<file path="src/hdl/pdr_pkg.sv">
// Constants shared by the power-down and reset block.
// Assumes a single 50 MHz system clock drives all logic.
package pdr_pkg;

  // ----------------------------------------------------------------
  // Sizes
  // ----------------------------------------------------------------
  localparam int unsigned NUM_REG = 10;
  localparam int unsigned IDX_W   = 4;
  localparam int unsigned SIG_W   = 64;

  // ----------------------------------------------------------------
  // Timing
  // ----------------------------------------------------------------
  localparam int unsigned CLK_PERIOD_NS   = 20;
  localparam int unsigned PUR_TIME_TYP_NS = 600;
  localparam int unsigned PUR_TIME_MAX_NS = 1000;
  // Longest time rounds down, never below one cycle
  localparam int unsigned PUR_CYCLES_RAW  =
    PUR_TIME_MAX_NS / CLK_PERIOD_NS;
  localparam int unsigned PUR_CYCLES      =
    (PUR_CYCLES_RAW < 1) ? 1 : PUR_CYCLES_RAW;
  localparam int unsigned PUR_CNT_W       = 7;
  localparam logic [PUR_CNT_W-1:0] PUR_LAST =
    PUR_CNT_W'(PUR_CYCLES - 1);

  // ----------------------------------------------------------------
  // Reset values
  // ----------------------------------------------------------------
  localparam logic [NUM_REG-1:0] REG_RST = 10'h000;
  localparam logic [SIG_W-1:0]   SIG_RST = 64'h0000_0000_0000_0000;

  // ----------------------------------------------------------------
  // Operating modes
  // ----------------------------------------------------------------
  typedef enum logic [1:0] {
    PDR_POR   = 2'b00,
    PDR_RUN   = 2'b01,
    PDR_SLEEP = 2'b10
  } pdr_mode_e;

endpackage

</file>
<file path="src/hdl/pdr_keeper.sv">
// Weak keeper for one input or bidirectional pin.
// Assumes the external level and drive flag are already synchronised.
`timescale 1ns/10ps

module pdr_keeper (
  input  wire logic i_mclk,
  input  wire logic i_sys_rst,
  input  wire logic i_own_oe,
  input  wire logic i_own_val,
  input  wire logic i_ext_drv,
  input  wire logic i_ext_val,
  output logic      o_level
);

  // ----------------------------------------------------------------
  // Keeper
  // ----------------------------------------------------------------
  // Any driver overrides the held level; only a floating pin keeps it
  wire logic driven_w = i_own_oe | i_ext_drv;
  wire logic level_nxt = i_own_oe ? i_own_val : i_ext_val;

  logic level_r;

  always_ff @(posedge i_mclk or posedge i_sys_rst) begin
    if (i_sys_rst) begin
      level_r <= 1'b0;
    end else if (driven_w) begin
      level_r <= level_nxt; // RULE13
    end
  end

  assign o_level = level_r;

endmodule // pdr_keeper

</file>
<file path="src/hdl/pdr_top.sv">
// Registered-output core of a small programmable logic device:
// sleep hold, power-up clear, preload, security fuse, signature and
// pin keepers. Pins arrive asynchronously and are synchronised here;
// the programmer port runs on i_mclk.
`timescale 1ns/10ps

// What this block does
// RULE1 - Sleep pin high enters the hold state, low returns to normal.
// RULE2 - In hold, output data is latched and presented unchanged.
// RULE3 - An output that was high-impedance on entry stays so in hold.
// RULE4 - In hold, clock and input changes are ignored by all registers.
// RULE5 - At power-up every register is cleared low asynchronously.
// RULE6 - Each output level follows its buffer polarity, not the raw bit.
// RULE7 - The board meets setup needs before the first clock edge.
// RULE8 - The board keeps the clock still for the power-up reset time.
// RULE9 - A test preload can force each register high or low.
// RULE10 - A 64-bit user signature is always readable, even secured.
// RULE11 - Once secured, configuration readback and preload are refused.
// RULE12 - The fuse acts at once, so it is programmed as the last step.
// RULE13 - Each pin keeps its last level weakly when nothing drives it.
module pdr_top (
  input  wire logic                        i_mclk,
  input  wire logic                        i_sys_rst,
  input  wire logic                        i_sleep_pin,
  input  wire logic                        i_clk_pin,
  input  wire logic [pdr_pkg::NUM_REG-1:0] i_reg_d,
  input  wire logic [pdr_pkg::NUM_REG-1:0] i_oe_pin,
  input  wire logic [pdr_pkg::NUM_REG-1:0] i_pol_cfg,
  input  wire logic [pdr_pkg::NUM_REG-1:0] i_io_in,
  input  wire logic [pdr_pkg::NUM_REG-1:0] i_io_ext_drv,
  input  wire logic                        i_pre_en,
  input  wire logic [pdr_pkg::IDX_W-1:0]   i_pre_idx,
  input  wire logic                        i_pre_val,
  input  wire logic                        i_fuse_prog,
  input  wire logic                        i_rb_req,
  input  wire logic                        i_sig_wr,
  input  wire logic [pdr_pkg::SIG_W-1:0]   i_sig_data,
  output logic [pdr_pkg::NUM_REG-1:0]      o_io_out,
  output logic [pdr_pkg::NUM_REG-1:0]      o_io_oe,
  output logic [pdr_pkg::NUM_REG-1:0]      o_pin_level,
  output logic                             o_sleeping,
  output logic                             o_por_busy,
  output logic                             o_secured,
  output logic                             o_pre_refused,
  output logic                             o_rb_valid,
  output logic                             o_rb_refused,
  output logic [pdr_pkg::NUM_REG-1:0]      o_rb_data,
  output logic [pdr_pkg::SIG_W-1:0]        o_sig_data
);

  localparam int unsigned NR = pdr_pkg::NUM_REG;
  localparam int unsigned SW = 4 * NR + 2;

  // ----------------------------------------------------------------
  // Pin synchronisers
  // ----------------------------------------------------------------
  // Every pin crosses in two flops; stage one feeds stage two only
  wire logic [SW-1:0] pins_w = {i_sleep_pin, i_clk_pin, i_reg_d,
                                i_oe_pin, i_pol_cfg, i_io_ext_drv};
  logic [SW-1:0] sync1_r;
  logic [SW-1:0] sync2_r;
  logic          clk_prev_r;

  always_ff @(posedge i_mclk or posedge i_sys_rst) begin
    if (i_sys_rst) begin
      sync1_r    <= '0;
      sync2_r    <= '0;
      clk_prev_r <= 1'b0;
    end else begin
      sync1_r    <= pins_w;
      sync2_r    <= sync1_r;
      clk_prev_r <= sync2_r[SW-2];
    end
  end

  // Io levels synchronise separately so the keeper sees clean data
  logic [NR-1:0] io1_r;
  logic [NR-1:0] io2_r;

  always_ff @(posedge i_mclk or posedge i_sys_rst) begin
    if (i_sys_rst) begin
      io1_r <= '0;
      io2_r <= '0;
    end else begin
      io1_r <= i_io_in;
      io2_r <= io1_r;
    end
  end

  wire logic          sleep_s = sync2_r[SW-1];
  wire logic          clk_s   = sync2_r[SW-2];
  wire logic [NR-1:0] d_s     = sync2_r[4*NR-1:3*NR];
  wire logic [NR-1:0] oe_s    = sync2_r[3*NR-1:2*NR];
  wire logic [NR-1:0] pol_s   = sync2_r[2*NR-1:NR];
  wire logic [NR-1:0] ext_s   = sync2_r[NR-1:0];
  wire logic          clk_rise = clk_s & ~clk_prev_r;

  // ----------------------------------------------------------------
  // Mode control
  // ----------------------------------------------------------------
  pdr_pkg::pdr_mode_e          mode_r;
  pdr_pkg::pdr_mode_e          mode_nxt;
  logic [pdr_pkg::PUR_CNT_W-1:0] pur_cnt_r;

  // Power-up window ends after the longest reset time; the board
  // keeps the clock still meanwhile, and edges are dropped anyway
  wire logic pur_done = (pur_cnt_r == pdr_pkg::PUR_LAST); // RULE8

  always_comb begin
    mode_nxt = mode_r;
    case (mode_r)
      pdr_pkg::PDR_POR: begin
        if (pur_done) begin
          mode_nxt = sleep_s ? pdr_pkg::PDR_SLEEP : pdr_pkg::PDR_RUN;
        end
      end
      pdr_pkg::PDR_RUN: begin
        if (sleep_s) begin
          mode_nxt = pdr_pkg::PDR_SLEEP; // RULE1
        end
      end
      pdr_pkg::PDR_SLEEP: begin
        if (!sleep_s) begin
          mode_nxt = pdr_pkg::PDR_RUN; // RULE1
        end
      end
      default: begin
        mode_nxt = pdr_pkg::PDR_POR;
      end
    endcase
  end

  always_ff @(posedge i_mclk or posedge i_sys_rst) begin
    if (i_sys_rst) begin
      mode_r    <= pdr_pkg::PDR_POR;
      pur_cnt_r <= '0;
    end else begin
      mode_r <= mode_nxt;
      if (mode_r == pdr_pkg::PDR_POR && !pur_done) begin
        pur_cnt_r <= pur_cnt_r + 1'b1;
      end
    end
  end

  wire logic running  = (mode_r == pdr_pkg::PDR_RUN);
  wire logic sleeping = (mode_r == pdr_pkg::PDR_SLEEP);

  // Status ports get flops of their own, loaded from the next mode,
  // so they track mode_r exactly with no decode after the register
  logic sleeping_r;
  logic por_busy_r;

  always_ff @(posedge i_mclk or posedge i_sys_rst) begin
    if (i_sys_rst) begin
      sleeping_r <= 1'b0;
      por_busy_r <= 1'b1;
    end else begin
      sleeping_r <= (mode_nxt == pdr_pkg::PDR_SLEEP); // RULE1
      por_busy_r <= (mode_nxt == pdr_pkg::PDR_POR);
    end
  end

  // ----------------------------------------------------------------
  // Security fuse
  // ----------------------------------------------------------------
  // One-way: nothing but reset of the model clears it
  logic secured_r;

  always_ff @(posedge i_mclk or posedge i_sys_rst) begin
    if (i_sys_rst) begin
      secured_r <= 1'b0;
    end else if (i_fuse_prog) begin
      secured_r <= 1'b1; // RULE12
    end
  end

  // ----------------------------------------------------------------
  // Preload decode
  // ----------------------------------------------------------------
  // Refused when secured, and refused during hold to keep state frozen
  wire logic pre_idx_ok = (i_pre_idx < pdr_pkg::IDX_W'(NR));
  wire logic pre_take   = i_pre_en & ~secured_r & ~sleeping &
                          pre_idx_ok; // RULE11
  wire logic pre_refuse = i_pre_en & ~pre_take;
  wire logic [NR-1:0] pre_mask =
    pre_take ? (NR'(1) << i_pre_idx) : '0;

  // ----------------------------------------------------------------
  // Macrocell registers
  // ----------------------------------------------------------------
  // Clock edges count only in run mode; power-up and hold drop them
  logic [NR-1:0] q_r;
  wire logic     clk_take = clk_rise & running; // RULE4
  wire logic [NR-1:0] q_clk = clk_take ? d_s : q_r;
  wire logic [NR-1:0] q_nxt =
    (q_clk & ~pre_mask) | (pre_mask & {NR{i_pre_val}}); // RULE9

  always_ff @(posedge i_mclk or posedge i_sys_rst) begin
    if (i_sys_rst) begin
      q_r <= pdr_pkg::REG_RST; // RULE5
    end else begin
      q_r <= q_nxt;
    end
  end

  // ----------------------------------------------------------------
  // Output buffers
  // ----------------------------------------------------------------
  // Polarity bit set means an inverting buffer
  logic [NR-1:0] out_r;
  logic [NR-1:0] oe_r;
  wire logic [NR-1:0] out_nxt = q_r ^ pol_s; // RULE6

  always_ff @(posedge i_mclk or posedge i_sys_rst) begin
    if (i_sys_rst) begin
      out_r <= '0;
      oe_r  <= '0;
    end else if (!sleeping) begin // RULE2 RULE3
      out_r <= out_nxt;
      oe_r  <= oe_s;
    end
  end
  // Hold freezes both data and enable: RULE2 and RULE3 in one step

  // ----------------------------------------------------------------
  // Pin keepers
  // ----------------------------------------------------------------
  logic [NR-1:0] level_w;

  generate
    for (genvar gi = 0; gi < NR; gi++) begin : g_keep
      pdr_keeper u_keep (
        .i_mclk    (i_mclk),
        .i_sys_rst (i_sys_rst),
        .i_own_oe  (oe_r[gi]),
        .i_own_val (out_r[gi]),
        .i_ext_drv (ext_s[gi]),
        .i_ext_val (io2_r[gi]),
        .o_level   (level_w[gi])
      );
    end
  endgenerate

  // ----------------------------------------------------------------
  // Readback, signature and status
  // ----------------------------------------------------------------
  logic [NR-1:0]            rb_data_r;
  logic                     rb_valid_r;
  logic                     rb_refused_r;
  logic                     pre_refused_r;
  logic [pdr_pkg::SIG_W-1:0] sig_r;
  wire logic rb_take = i_rb_req & ~secured_r; // RULE11

  always_ff @(posedge i_mclk or posedge i_sys_rst) begin
    if (i_sys_rst) begin
      rb_data_r     <= '0;
      rb_valid_r    <= 1'b0;
      rb_refused_r  <= 1'b0;
      pre_refused_r <= 1'b0;
    end else begin
      rb_valid_r    <= rb_take;
      rb_refused_r  <= i_rb_req & secured_r;
      pre_refused_r <= pre_refuse;
      if (rb_take) begin
        rb_data_r <= pol_s;
      end
    end
  end

  // Signature writes are a programming step; fuse does not hide it
  always_ff @(posedge i_mclk or posedge i_sys_rst) begin
    if (i_sys_rst) begin
      sig_r <= pdr_pkg::SIG_RST;
    end else if (i_sig_wr && !secured_r) begin
      sig_r <= i_sig_data;
    end
  end

  assign o_io_out      = out_r;
  assign o_io_oe       = oe_r;
  assign o_pin_level   = level_w;
  assign o_sleeping    = sleeping_r;
  assign o_por_busy    = por_busy_r;
  assign o_secured     = secured_r;
  assign o_pre_refused = pre_refused_r;
  assign o_rb_valid    = rb_valid_r;
  assign o_rb_refused  = rb_refused_r;
  assign o_rb_data     = rb_data_r;
  assign o_sig_data    = sig_r; // RULE10

endmodule // pdr_top

</file>
<file path="config.mk">
export PLATFORM = sky130hd
export DESIGN_NAME = pdr_top
export DESIGN_NICKNAME = d
export VERILOG_FILES = /design/src/hdl/pdr_pkg.sv /design/src/hdl/pdr_keeper.sv /design/src/hdl/pdr_top.sv
export SDC_FILE = /design/constraint.sdc
export NUM_CORES = 1
export LEC_CHECK = 0
export ABC_CLOCK_PERIOD_IN_PS = 16200
export BUFFER_PORTS_ARGS = -buffer_cell sky130_fd_sc_hd__clkbuf_2
export CAP_MARGIN = 25
export CORE_ASPECT_RATIO = 0.5
export CORE_MARGIN = 2
export CORE_UTILIZATION = 55
export DETAILED_ROUTE_END_ITERATION = 8
export PLACE_DENSITY = 0.86
export SETUP_SLACK_MARGIN = 0.02
export SKIP_LAST_GASP = 1
export SYNTH_ARGS = -nofsm -noshare
export SYNTH_HDL_FRONTEND = slang
export SYNTH_HIERARCHICAL = 1
export SYNTH_SLANG_ARGS = --single-unit
export TNS_END_PERCENT = 20
</file>
<file path="constraint.sdc">
create_clock -name i_mclk -period 16.2 [get_ports i_mclk]
set_input_delay 3.24 -clock i_mclk [delete_from_list [all_inputs] [get_ports i_mclk]]
set_output_delay 3.24 -clock i_mclk [all_outputs]
set_load 0.01 [all_outputs]
</file>
### Word level (Yosys, flattened, before mapping)

Cells that the tools add are included.

* flip-flop bits (word level): 234

* bitwise gates (word level): 27
* add/sub/neg operators: 1
* shifts and indexed selects: 1
* muxes and demuxes: 17
* eq/ne operators: 4
* order comparisons: 1
* reductions and logical operators: 6

Operator list (number)
* bitwise AND 10 bit: 2
* two-way mux 10 bit: 2
* two-way mux 1 bit: 10
* inverter 10 bit: 1
* OR 1 bit: 10
* OR 10 bit: 1
* << shifter 1 x 4 -> 10 bit (first input constant): 1
* bitwise XOR 10 bit: 1
* bitwise AND 1 bit: 8
* two-way mux 2 bit: 4
* adder 7 x 1 -> 7 bit (second input constant): 1
* equality test 7 x 6 -> 1 bit (second input constant): 1
* one-hot mux 2 bit (3 select lines): 1
* equality test 2 bit (second input constant): 2
* zero test 2 bit: 2
* less-than comparator 4 bit (second input constant): 1
* inverter 1 bit: 4
* equality test 2 x 1 -> 1 bit (second input constant): 1
* logical AND 1 bit: 2
* zero test 1 bit: 2

### Longest topological paths before layout

Gate-level depths: netlist of run 1.

* word-level depth: 8
* gate-level depth with buffers: 6
* gate-level depth less buffers: 5

### Modules after synthesis

The synthesis of run 1 kept the hierarchy.

By module, submodules not included
* pdr_top: cells an instance 430, area an instance 7500.9 um^2, instances 1
* pdr_keeper: cells an instance 5, area an instance 47.5 um^2, instances 10

### Worst setup path after synthesis of run 1

OpenSTA, ideal clock, no wires.

* kind: input -> register
* start: input i_sig_wr
* end: register sig_r, in the netlist o_sig_data[0]
* stages on the path: 4
* slack: 12.002 ns
* path buffers: 2
* setup time: 0.125 ns
* arrival time: 4.074 ns
* cell sequence: nor2b_1 buf_2 buf_2 mux2_2

* longest elaborated chain between the ends: 1

Ends and longest elaborated chain
* start, declared: line pdr_top.sv:36 `input wire logic i_sig_wr,`
* logical AND 1 bit: line pdr_top.sv:274 `end else if (i_sig_wr && !secured_r) begin`
* end signal, assigned: line pdr_top.sv:273 `sig_r <= pdr_pkg::SIG_RST;`
* end signal, assigned: line pdr_top.sv:275 `sig_r <= i_sig_data;`
* end, declared: line pdr_top.sv:251 `logic [pdr_pkg::SIG_W-1:0] sig_r;`

Every way passes these cells.
A chain may end at the register's enable or synchronous reset.

### Worst setup path after layout of run 1

* start: register secured_r (netlist: o_secured)
* end: output o_secured

RTL lines
* start, declared: line pdr_top.sv:167 `logic secured_r;`
* start signal, assigned: line pdr_top.sv:171 `secured_r <= 1'b0;`
* start signal, assigned: line pdr_top.sv:173 `secured_r <= 1'b1;`
* end, declared: line pdr_top.sv:43 `output logic o_secured,`

No word-level cell between the ends.

==> metrics.md, run 1 <==
| Metric | Value |
|---|---|
| Pwr Total | `1.23 mW` |
| DRC | `0` |
| Clock sink count | `234` |
| Sequential area share after synthesis | `0.734` |
| Number of nets still failing antenna checks after routing | `0` |
| Inserted Clock Buffers | `20` |
| Final setup fails | `0` |
| Outcome | `complete, no violations` |
| Post-synth ARST share | `1.00` |
| Setup repair after global routing missed its margin | `false` |
| Crit-path max cell delay | `0.49 ns` |
| Routed vias/inst | `4.95` |
| Least-Margin Pin Slew | `0.989 ns` |
| Max-slew headroom | `0.340` |
| FP Rows | `31` |
| Yosys warns | `6` |
| Share of the synthesized area in the top cell type | `0.731` |
| Final HPWL DP | `10600 microns` |
| Reg area | `5860 sq um` |
| Gr busiest metal | `met2` |
| Gp weighted congestion | `0.749` |
| Met1 Track Usage GR | `0.245` |
| WP buf/inv | `1` |
| CP Capture Type | `output port` |
| Cell at the slowest stage of the critical path | `dfrtp_1` |
| Hold Path Class | `reg -> reg` |
| Top area cells in the synthesized netlist | `dfrtp_1 73%, mux2_2 12%, mux2_4 3.8%` |
| Met3 Track Usage GR | `0.0446` |
| CP startpoint kind | `flip-flop` |
| Final Max Tran Viols | `0` |
| Hold Violations, Final | `0` |
| Worst clock skew | `0.00978 ns` |
| Drt pass-1 iters | `4` |
| CTS tree | `done` |
| Primary FF master, synth | `dfrtp_1` |
| Skew-Pair Late Insertion Delay | `0.48 ns` |
| First-pass GRT wire length | `23800 microns` |
| 1st-iter DRT viols | `243` |
| Post-layout minimum cycle time | `4.39 ns` |
| Critical Path Fanout Max | `6` |
| Fin util | `0.702` |
| Nets | `854` |
| Mapped Cells | `480` |
| CP required | `12.96 ns` |
| Share of cells above drive strength 1 | `0.514` |
| Fin crit share | `0.271` |
| Detailed-route via count | `4636` |
| Post-CTS Setup Inserts | `0` |
| Vias in the first global route | `4823` |
| Maximum clock path buffer count | `3` |
| Cells along the critical path | `clkbuf_2` |
| Distinct cell type count after synthesis | `33` |
| Peak Freq | `228 MHz` |
| H-tree depth | `1` |
| Reg-to-Reg Start | `mode_r[1]` |
| Commonest cells in the synthesized netlist | `233 x dfrtp_1, 84 x mux2_2, 20 x mux2_4` |
| Clock root cell | `clkbuf_16` |
| Met2 GRT Util | `0.353` |
| Final instance area | `10000 sq um` |
| Net Count, Synth | `609` |
| Worst hold start | `sync1_r[38]` |
| VDD IR max | `66.2 uV` |
| Initial antenna violation count | `0` |
| Multi-input logic area | `1970 sq um` |
| CTS clk-pin slew, worst paths | `0.07 ns` |
| Die height | `89.2 microns` |
| Post-synth EDFFs | `0` |
| Fin worst setup slack | `11.81 ns` |
| Total GRT Usage | `0.196` |
| Pleak | `5.03 nW` |
| Area growth, synth to finish | `25.9%` |
| I/O pins | `237` |
| Die Span X | `174 microns` |
| Crit path max-delay family | `flip-flops` |
| Sum Neg Setup Slack | `0 ns` |
| Buffers on Ports | `236` |
| Power Density | `122 nW/um^2` |
| Yosys reg bits | `234` |
| Wirelength, routed | `15600 microns` |
| Mapped Avg Cell Area | `16.6 sq um` |
| Mapped cell area | `7980 sq um` |
| Total congestion overflow | `0` |
| Cell taking the most area after synthesis | `dfrtp_1` |
| Critical path class | `reg -> out` |
| Max Cap Violations | `0` |
| Initial Util | `0.557` |
| Cell Area, Placed | `9340 sq um` |
| Most frequent cell after synthesis | `dfrtp_1` |
| Largest net degree at the start of global routing | `151` |
| Total Die Area | `15500 sq um` |
| Filler cells | `969` |
| Cts repair resizes | `0` |
| Pre-CTS setup slack | `10.95 ns` |
| WL per Instance | `16.6 microns` |
| Ant diodes | `0` |
| Critical Path AT | `1.15 ns` |
| Worst setup path start | `o_secured` |
| Post-cts hold buffer count | `0` |
| Core Footprint | `14300 sq um` |
## layout make-up
type,count,area share
Clock inverter,7,0.00884
Clock buffer,29,0.0583
Tap cell,198,0.0247
Inverter,17,0.00710
Multi-Input combinational cell,213,0.196
Timing Repair Buffer,239,0.122
Sequential cell,234,0.583
## cell usage in the layout, fill, tap and decap left out, types with 11 or more instances in the layout
cell         n
nand2_1     11
mux2_4      20
xnor2_1     14
clkbuf_16   21
nand4_1     12
inv_1       16
clkbuf_2   236
mux2_2      84
nor2_1      13
dfrtp_1    233
mux2i_1     11
## per-stage QoR
stage               cells  hold WS (ns)
floorplan             480         0.331
global placement      900         0.332
detailed placement    900         0.335
CTS                   936         0.350
global route          937         0.352
finish                937         0.341
## worst paths after layout
| check | to | slack (ns) | cells past startpoint |
|---|---|---|---|
| worst min-delay path | sync2_r[38] | 0.34 | 0 |
| worst min register to register | sync2_r[38] | 0.34 | 0 |
| min in group asynchronous | g_keep[0].u_keep/o_level | 2.76 | 2 |
| worst max register to register | flip-flop | 14.07 | 3 |
| max in group asynchronous | o_sig_data[16] | 12.15 | 3 |
| worst max-delay path | o_secured | 11.81 | 1 |
## flip-flops by register name, indices dropped and copies added, names as in the netlist, named ones only
register / flops
o_rb_data: 10
o_sig_data: 64
o_io_out: 10
o_rb_refused: 1
sync1_r: 42
pur_cnt_r: 7
io2_r: 10
sync2_r: 42
io1_r: 10
o_rb_valid: 1
g_keep.u_keep/o_level: 10
o_sleeping: 1
o_por_busy: 1
o_pre_refused: 1
o_secured: 1
mode_r: 2
clk_prev_r: 1
o_io_oe: 10
## where the power goes
group	switching, mW	internal (mW)	leakage, nW	total (mW)
logic	0.0498	0.0489	1.87	0.0987
clock network	0.200	0.285	0.335	0.484
registers	0.0207	0.623	2.83	0.644
## per-layer routing
metal  up-vias  part of all wire  wire (microns)
li1       2125                 -               -
met1      2336              0.40            6270
met2       141              0.52            8180
met3        34             0.049             761
met4         0             0.024             374
met5         -                 0               0
## cell families (layout without fill, tap and decap cells)
kind of cell / Yosys count / in the layout / synth area share
AO/OA/AOI/OAI: 29 / 29 / 0.0204
XOR/XNOR: 15 / 15 / 0.0165
buffers and inverters: 33 / 292 / 0.0196
flip-flops: 234 / 234 / 0.734
multiplexers: 115 / 115 / 0.170
adder cells (fa/ha/maj): 2 / 2 / 0.00314
AND/OR/NAND/NOR: 52 / 52 / 0.0361
Power figures use the tool's default switching activity.
==> inputs of run 2 (changes only) <==
- ABC_CLOCK_PERIOD_IN_PS: 16200 -> 3800
- CORE_UTILIZATION: 55 -> 46
- PLACE_DENSITY: 0.86 -> 0.77
- clock period: 16.2 -> 3.8 ns (I/O delays scaled with it)
==> metrics.md, run 2 (synthesis gave the netlist of run 1 again) <==
| Metric | Value |
|---|---|
| Final instance area | `10200 sq um` |
| Pleak | `5.06 nW` |
| Gp weighted congestion | `0.745` |
| Share of cells above drive strength 1 | `0.518` |
| CP startpoint kind | `flip-flop` |
| Largest net degree at the start of global routing | `65` |
| CP required | `4.16 ns` |
| FP Rows | `33` |
| Fin util | `0.609` |
| Max Cap Violations | `0` |
| Fin crit share | `0.564` |
| Post-CTS Setup Inserts | `0` |
| Number of nets still failing antenna checks after routing | `0` |
| I/O pins | `237` |
| Critical Path AT | `2.50 ns` |
| Critical Path Fanout Max | `10` |
| Skew-Pair Late Insertion Delay | `0.49 ns` |
| Final Max Tran Viols | `0` |
| Core Footprint | `16700 sq um` |
| Sum Neg Setup Slack | `0 ns` |
| WP buf/inv | `0` |
| 1st-iter DRT viols | `109` |
| Most common cell after layout, fill and taps aside | `clkbuf_2` |
| Final setup fails | `0` |
| Clock sink count | `234` |
| Total Die Area | `18500 sq um` |
| Die Span X | `190 microns` |
| CP dominant cell by count | `mux2_4` |
| Final HPWL DP | `11100 microns` |
| Total GRT Usage | `0.177` |
| Initial antenna violation count | `1` |
| Maximum clock path buffer count | `3` |
| Routed vias/inst | `4.74` |
| Setup repair after global routing missed its margin | `false` |
| Nets | `858` |
| Vias in the first global route | `5112` |
| WL per Instance | `16.5 microns` |
| Worst hold slack | `0.334 ns` |
| Power Density | `526 nW/um^2` |
| First-pass GRT wire length | `26100 microns` |
| CTS clk-pin slew, worst paths | `0.07 ns` |
| CTS tree | `done` |
| Crit-path max cell delay | `0.91 ns` |
| Hold Violations, Final | `0` |
| Filler cells | `1295` |
| H-tree depth | `1` |
| Cts repair resizes | `0` |
| Total congestion overflow | `0` |
| CP Capture Type | `flip-flop` |
| Cell at the slowest stage of the critical path | `nor4bb_4` |
| Worst clock skew | `0.0176 ns` |
| Post-layout minimum cycle time | `2.14 ns` |
| Commonest cells after routing, fill and taps aside | `236 x clkbuf_2, 233 x dfrtp_1, 84 x mux2_2, 21 x clkbuf_16, 20 x mux2_4` |
| DRC | `0` |
| Cell Area, Placed | `9440 sq um` |
| Die height | `97.1 microns` |
| Placed cell count | `933` |
| Non-filler cells, final | `970` |
| VDD IR max | `339 uV` |
| Max FFs per register | `64` |
| Cells along the critical path | `nor4bb_4 -> mux2_4 -> mux2_4` |
| Detailed-route via count | `4597` |
| Outcome | `complete, no violations` |
| Buffers on Ports | `236` |
| Hold Path Class | `in -> async` |
| Clock root cell | `clkbuf_16` |
| Post-cts hold buffer count | `0` |
| Critical path class | `reg -> reg` |
| Least-Margin Pin Slew | `0.968 ns` |
| Initial Util | `0.478` |
| Inserted Clock Buffers | `21` |
| Area growth, synth to finish | `27.5%` |
| Ant diodes | `0` |
| Wirelength, routed | `16000 microns` |
| Crit path max-delay family | `simple AND/OR/NAND/NOR gates` |
| Drt pass-1 iters | `4` |
| Max-slew headroom | `0.354` |
| Peak Freq | `467 MHz` |
==> run 2: path summary, 6_finish.rpt <==
kind                                            end  slack [ns]  cells past startpoint   startpoint
hold reg to reg                         sync2_r[35]        0.34                      0  sync1_r[35]
min in group i_mclk                     sync2_r[35]        0.34                      0  sync1_r[35]
hold / removal             g_keep[9].u_keep/o_level        0.33                      2    i_sys_rst
setup reg to reg                          flip-flop        1.66                      3    mode_r[1]
max in group asynchronous                o_por_busy        2.28                      3    i_sys_rst
setup / recovery                          flip-flop        1.66                      3    mode_r[1]
==> run 2: cell type report <==
class | count | area, sq um | share of cell area
flip-flops and latches | 234 | 5860 | 0.576
multi-input cells | 213 | 1970 | 0.194
repair buffers | 242 | 1260 | 0.124
clock buffers | 33 | 651 | 0.0640
well taps | 227 | 284 | 0.0279
clock inverters | 4 | 72.6 | 0.00714
inverters | 17 | 67.6 | 0.00665
==> run 2: power by group <==
| group | leakage (nW) | switching [mW] | internal [mW] | total [mW] |
|---|---|---|---|---|
| Combinational | 1.89 | 0.213 | 0.212 | 0.426 |
| Clock | 0.353 | 0.869 | 1.31 | 2.18 |
| Sequential | 2.83 | 0.0851 | 2.66 | 2.74 |
| Total | 5.06 | 1.17 | 4.18 | 5.35 |
==> run 2: per-layer routing <==
layer | share of wire | global-route usage | wire (microns)
met1 | 0.40 | 0.213 | 6400
met2 | 0.51 | 0.319 | 8210
met3 | 0.059 | 0.0437 | 936
met4 | 0.025 | 0.0483 | 404
met5 | 0.00044 | 0 | 7
==> run 2: per-stage QoR <==
| step | total power [mW] | worst slack [ns] |
|---|---|---|
| after floorplan | 2.98 | 0.117 |
| after global placement | 3.20 | 1.66 |
| after detailed placement | 3.22 | 1.64 |
| after CTS | 5.41 | 1.60 |
| after global routing | 5.58 | 1.54 |
| final | 5.35 | 1.66 |
==> inputs of run 3 (changes only) <==
- ABC_CLOCK_PERIOD_IN_PS: 3800 -> 2100
- CORE_UTILIZATION: 46 -> 51
- PLACE_DENSITY: 0.77 -> 0.81
- clock period: 3.8 -> 2.1 ns (I/O delays scaled with it)
==> metrics.md, run 3 (synthesis gave the netlist of run 1 again) <==
| Metric | Value |
|---|---|
| Multi-input logic area | `1970 sq um` |
| Cts repair resizes | `0` |
| Reg area | `5860 sq um` |
| Fin crit share | `0.846` |
| Clock root cell | `clkbuf_16` |
| 1st-iter DRT viols | `217` |
| Ant diodes | `0` |
| DRC | `0` |
| Core Footprint | `15300 sq um` |
| FP Rows | `32` |
| Hold Violations, Final | `2` |
| Largest net degree at the start of global routing | `73` |
| Worst hold slack | `-0.00283 ns` |
| Max Cap Violations | `0` |
| Most common cell after layout, fill and taps aside | `clkbuf_2` |
| VDD IR max | `667 uV` |
| Wirelength, routed | `15200 microns` |
| Final Max Tran Viols | `0` |
| CTS clk-pin slew, worst paths | `0.07 ns` |
| Critical Path AT | `2.14 ns` |
| Initial Util | `0.520` |
| Final instance area | `10200 sq um` |
| Die height | `92.4 microns` |
| I/O pins | `237` |
| Maximum clock path buffer count | `3` |
| CTS tree | `done` |
| Initial antenna violation count | `0` |
| H-tree depth | `1` |
| Critical Path Fanout Max | `10` |
| Vias in the first global route | `4990` |
| Peak Freq | `563 MHz` |
| Pleak | `5.10 nW` |
| Routed vias/inst | `4.85` |
| Post-CTS Setup Inserts | `0` |
| Die Span X | `181 microns` |
| Share of cells above drive strength 1 | `0.524` |
| CP startpoint kind | `flip-flop` |
| Clock sink count | `234` |
| Commonest cells after routing, fill and taps aside | `236 x clkbuf_2, 233 x dfrtp_1, 84 x mux2_2, 21 x clkbuf_16, 20 x mux2_4` |
| Drt pass-1 iters | `4` |
| Cell Area, Placed | `9470 sq um` |
| Crit-path max cell delay | `0.49 ns` |
| Hold Path Class | `in -> async` |
| CP required | `2.46 ns` |
| Post-cts hold buffer count | `0` |
| Filler cells | `1085` |
| Gp weighted congestion | `0.780` |
| CP dominant cell by count | `mux2_4` |
| Cell at the slowest stage of the critical path | `dfrtp_1` |
| Number of nets still failing antenna checks after routing | `0` |
| Max FFs per register | `64` |
| First-pass GRT wire length | `25100 microns` |
| Inserted Clock Buffers | `21` |
| Total GRT Usage | `0.188` |
| Critical path class | `reg -> reg` |
| Final setup fails | `0` |
| Buffers on Ports | `236` |
| Outcome | `finished with violations` |
| Cells along the critical path | `nor4bb_4 -> buf_4 -> mux2_4 -> mux2_4` |
| Worst clock skew | `0.00952 ns` |
| Post-layout minimum cycle time | `1.78 ns` |
| Nets | `862` |
| Detailed-route via count | `4608` |
| Area growth, synth to finish | `27.9%` |
| Total Die Area | `16700 sq um` |
| Max-slew headroom | `0.638` |
| Total congestion overflow | `0` |
| Least-Margin Pin Slew | `0.542 ns` |
| Skew-Pair Late Insertion Delay | `0.48 ns` |
| WL per Instance | `16.0 microns` |
| Final HPWL DP | `10500 microns` |
| Failing checks | `negative hold slack` |
| CP Capture Type | `flip-flop` |
| Setup repair after global routing missed its margin | `false` |
| Power Density | `952 nW/um^2` |
run 3: cell types whose count changed in the layout (fill, tap and decap cells not counted), sizes merged:
cell / change
clkbuf: -6
buf: +4
clkinv: +2
inv: +2
bufinv: +1
run 3: metrics by stage:
stage | setup slack [ns] | util | setup TNS, ns | cells | total power, mW
2_1_floorplan | -1.24 | - | -277.72 | 480 | 5.39
4_1_cts | 0.320 | 0.665 | 0 | 950 | 9.83
3_3_place_gp | 0.395 | 0.617 | 0 | 914 | 5.78
3_5_place_dp | 0.343 | 0.617 | 0 | 914 | 5.82
6_report | 0.323 | 0.665 | 0 | 950 | 9.71
5_1_grt | 0.228 | 0.665 | 0 | 950 | 10.1
run 3: per-layer routing:
| metal | vias up | share of wire | track usage |
|---|---|---|---|
| met2 | 121 | 0.52 | 0.330 |
| met1 | 2332 | 0.41 | 0.238 |
| met5 | - | 0 | 0 |
| met4 | 0 | 0.014 | 0.0383 |
| li1 | 2134 | - | - |
| met3 | 21 | 0.059 | 0.0495 |
run 3: area by class of cell:
cell class / instances / share of cell area
repair buffers: 246 / 0.129
inverters: 17 / 0.00662
clock buffers: 27 / 0.0586
multi-input cells: 213 / 0.193
well taps: 204 / 0.0250
clock inverters: 9 / 0.0130
flip-flops and latches: 234 / 0.574
run 3: path summary, 6_finish.rpt:
kind | startpoint | to | slack (ns) | cells past startpoint
min in group i_mclk | i_oe_pin[7] | sync1_r[27] | 0.04 | 1
max | mode_r[1] | flip-flop | 0.32 | 4
min | i_sys_rst | g_keep[3].u_keep/o_level | -0.003 | 2
max in group asynchronous | i_sys_rst | o_io_out[5] | 1.34 | 3
min reg2reg | sync1_r[11] | sync2_r[11] | 0.34 | 0
max reg2reg | mode_r[1] | flip-flop | 0.32 | 4
run 3: power breakdown:
part	total, mW	internal (mW)	switching [mW]
logic	0.762	0.384	0.378
registers	4.96	4.81	0.151
clock network	3.99	2.39	1.60
total	9.71	7.58	2.13
run 3: critical path: cells and delay by family (launching register included):
family        cells  cell delay, ns
flops             1            0.49
simple gates      1            0.31
buf+inv           1            0.27
mux               2            0.59
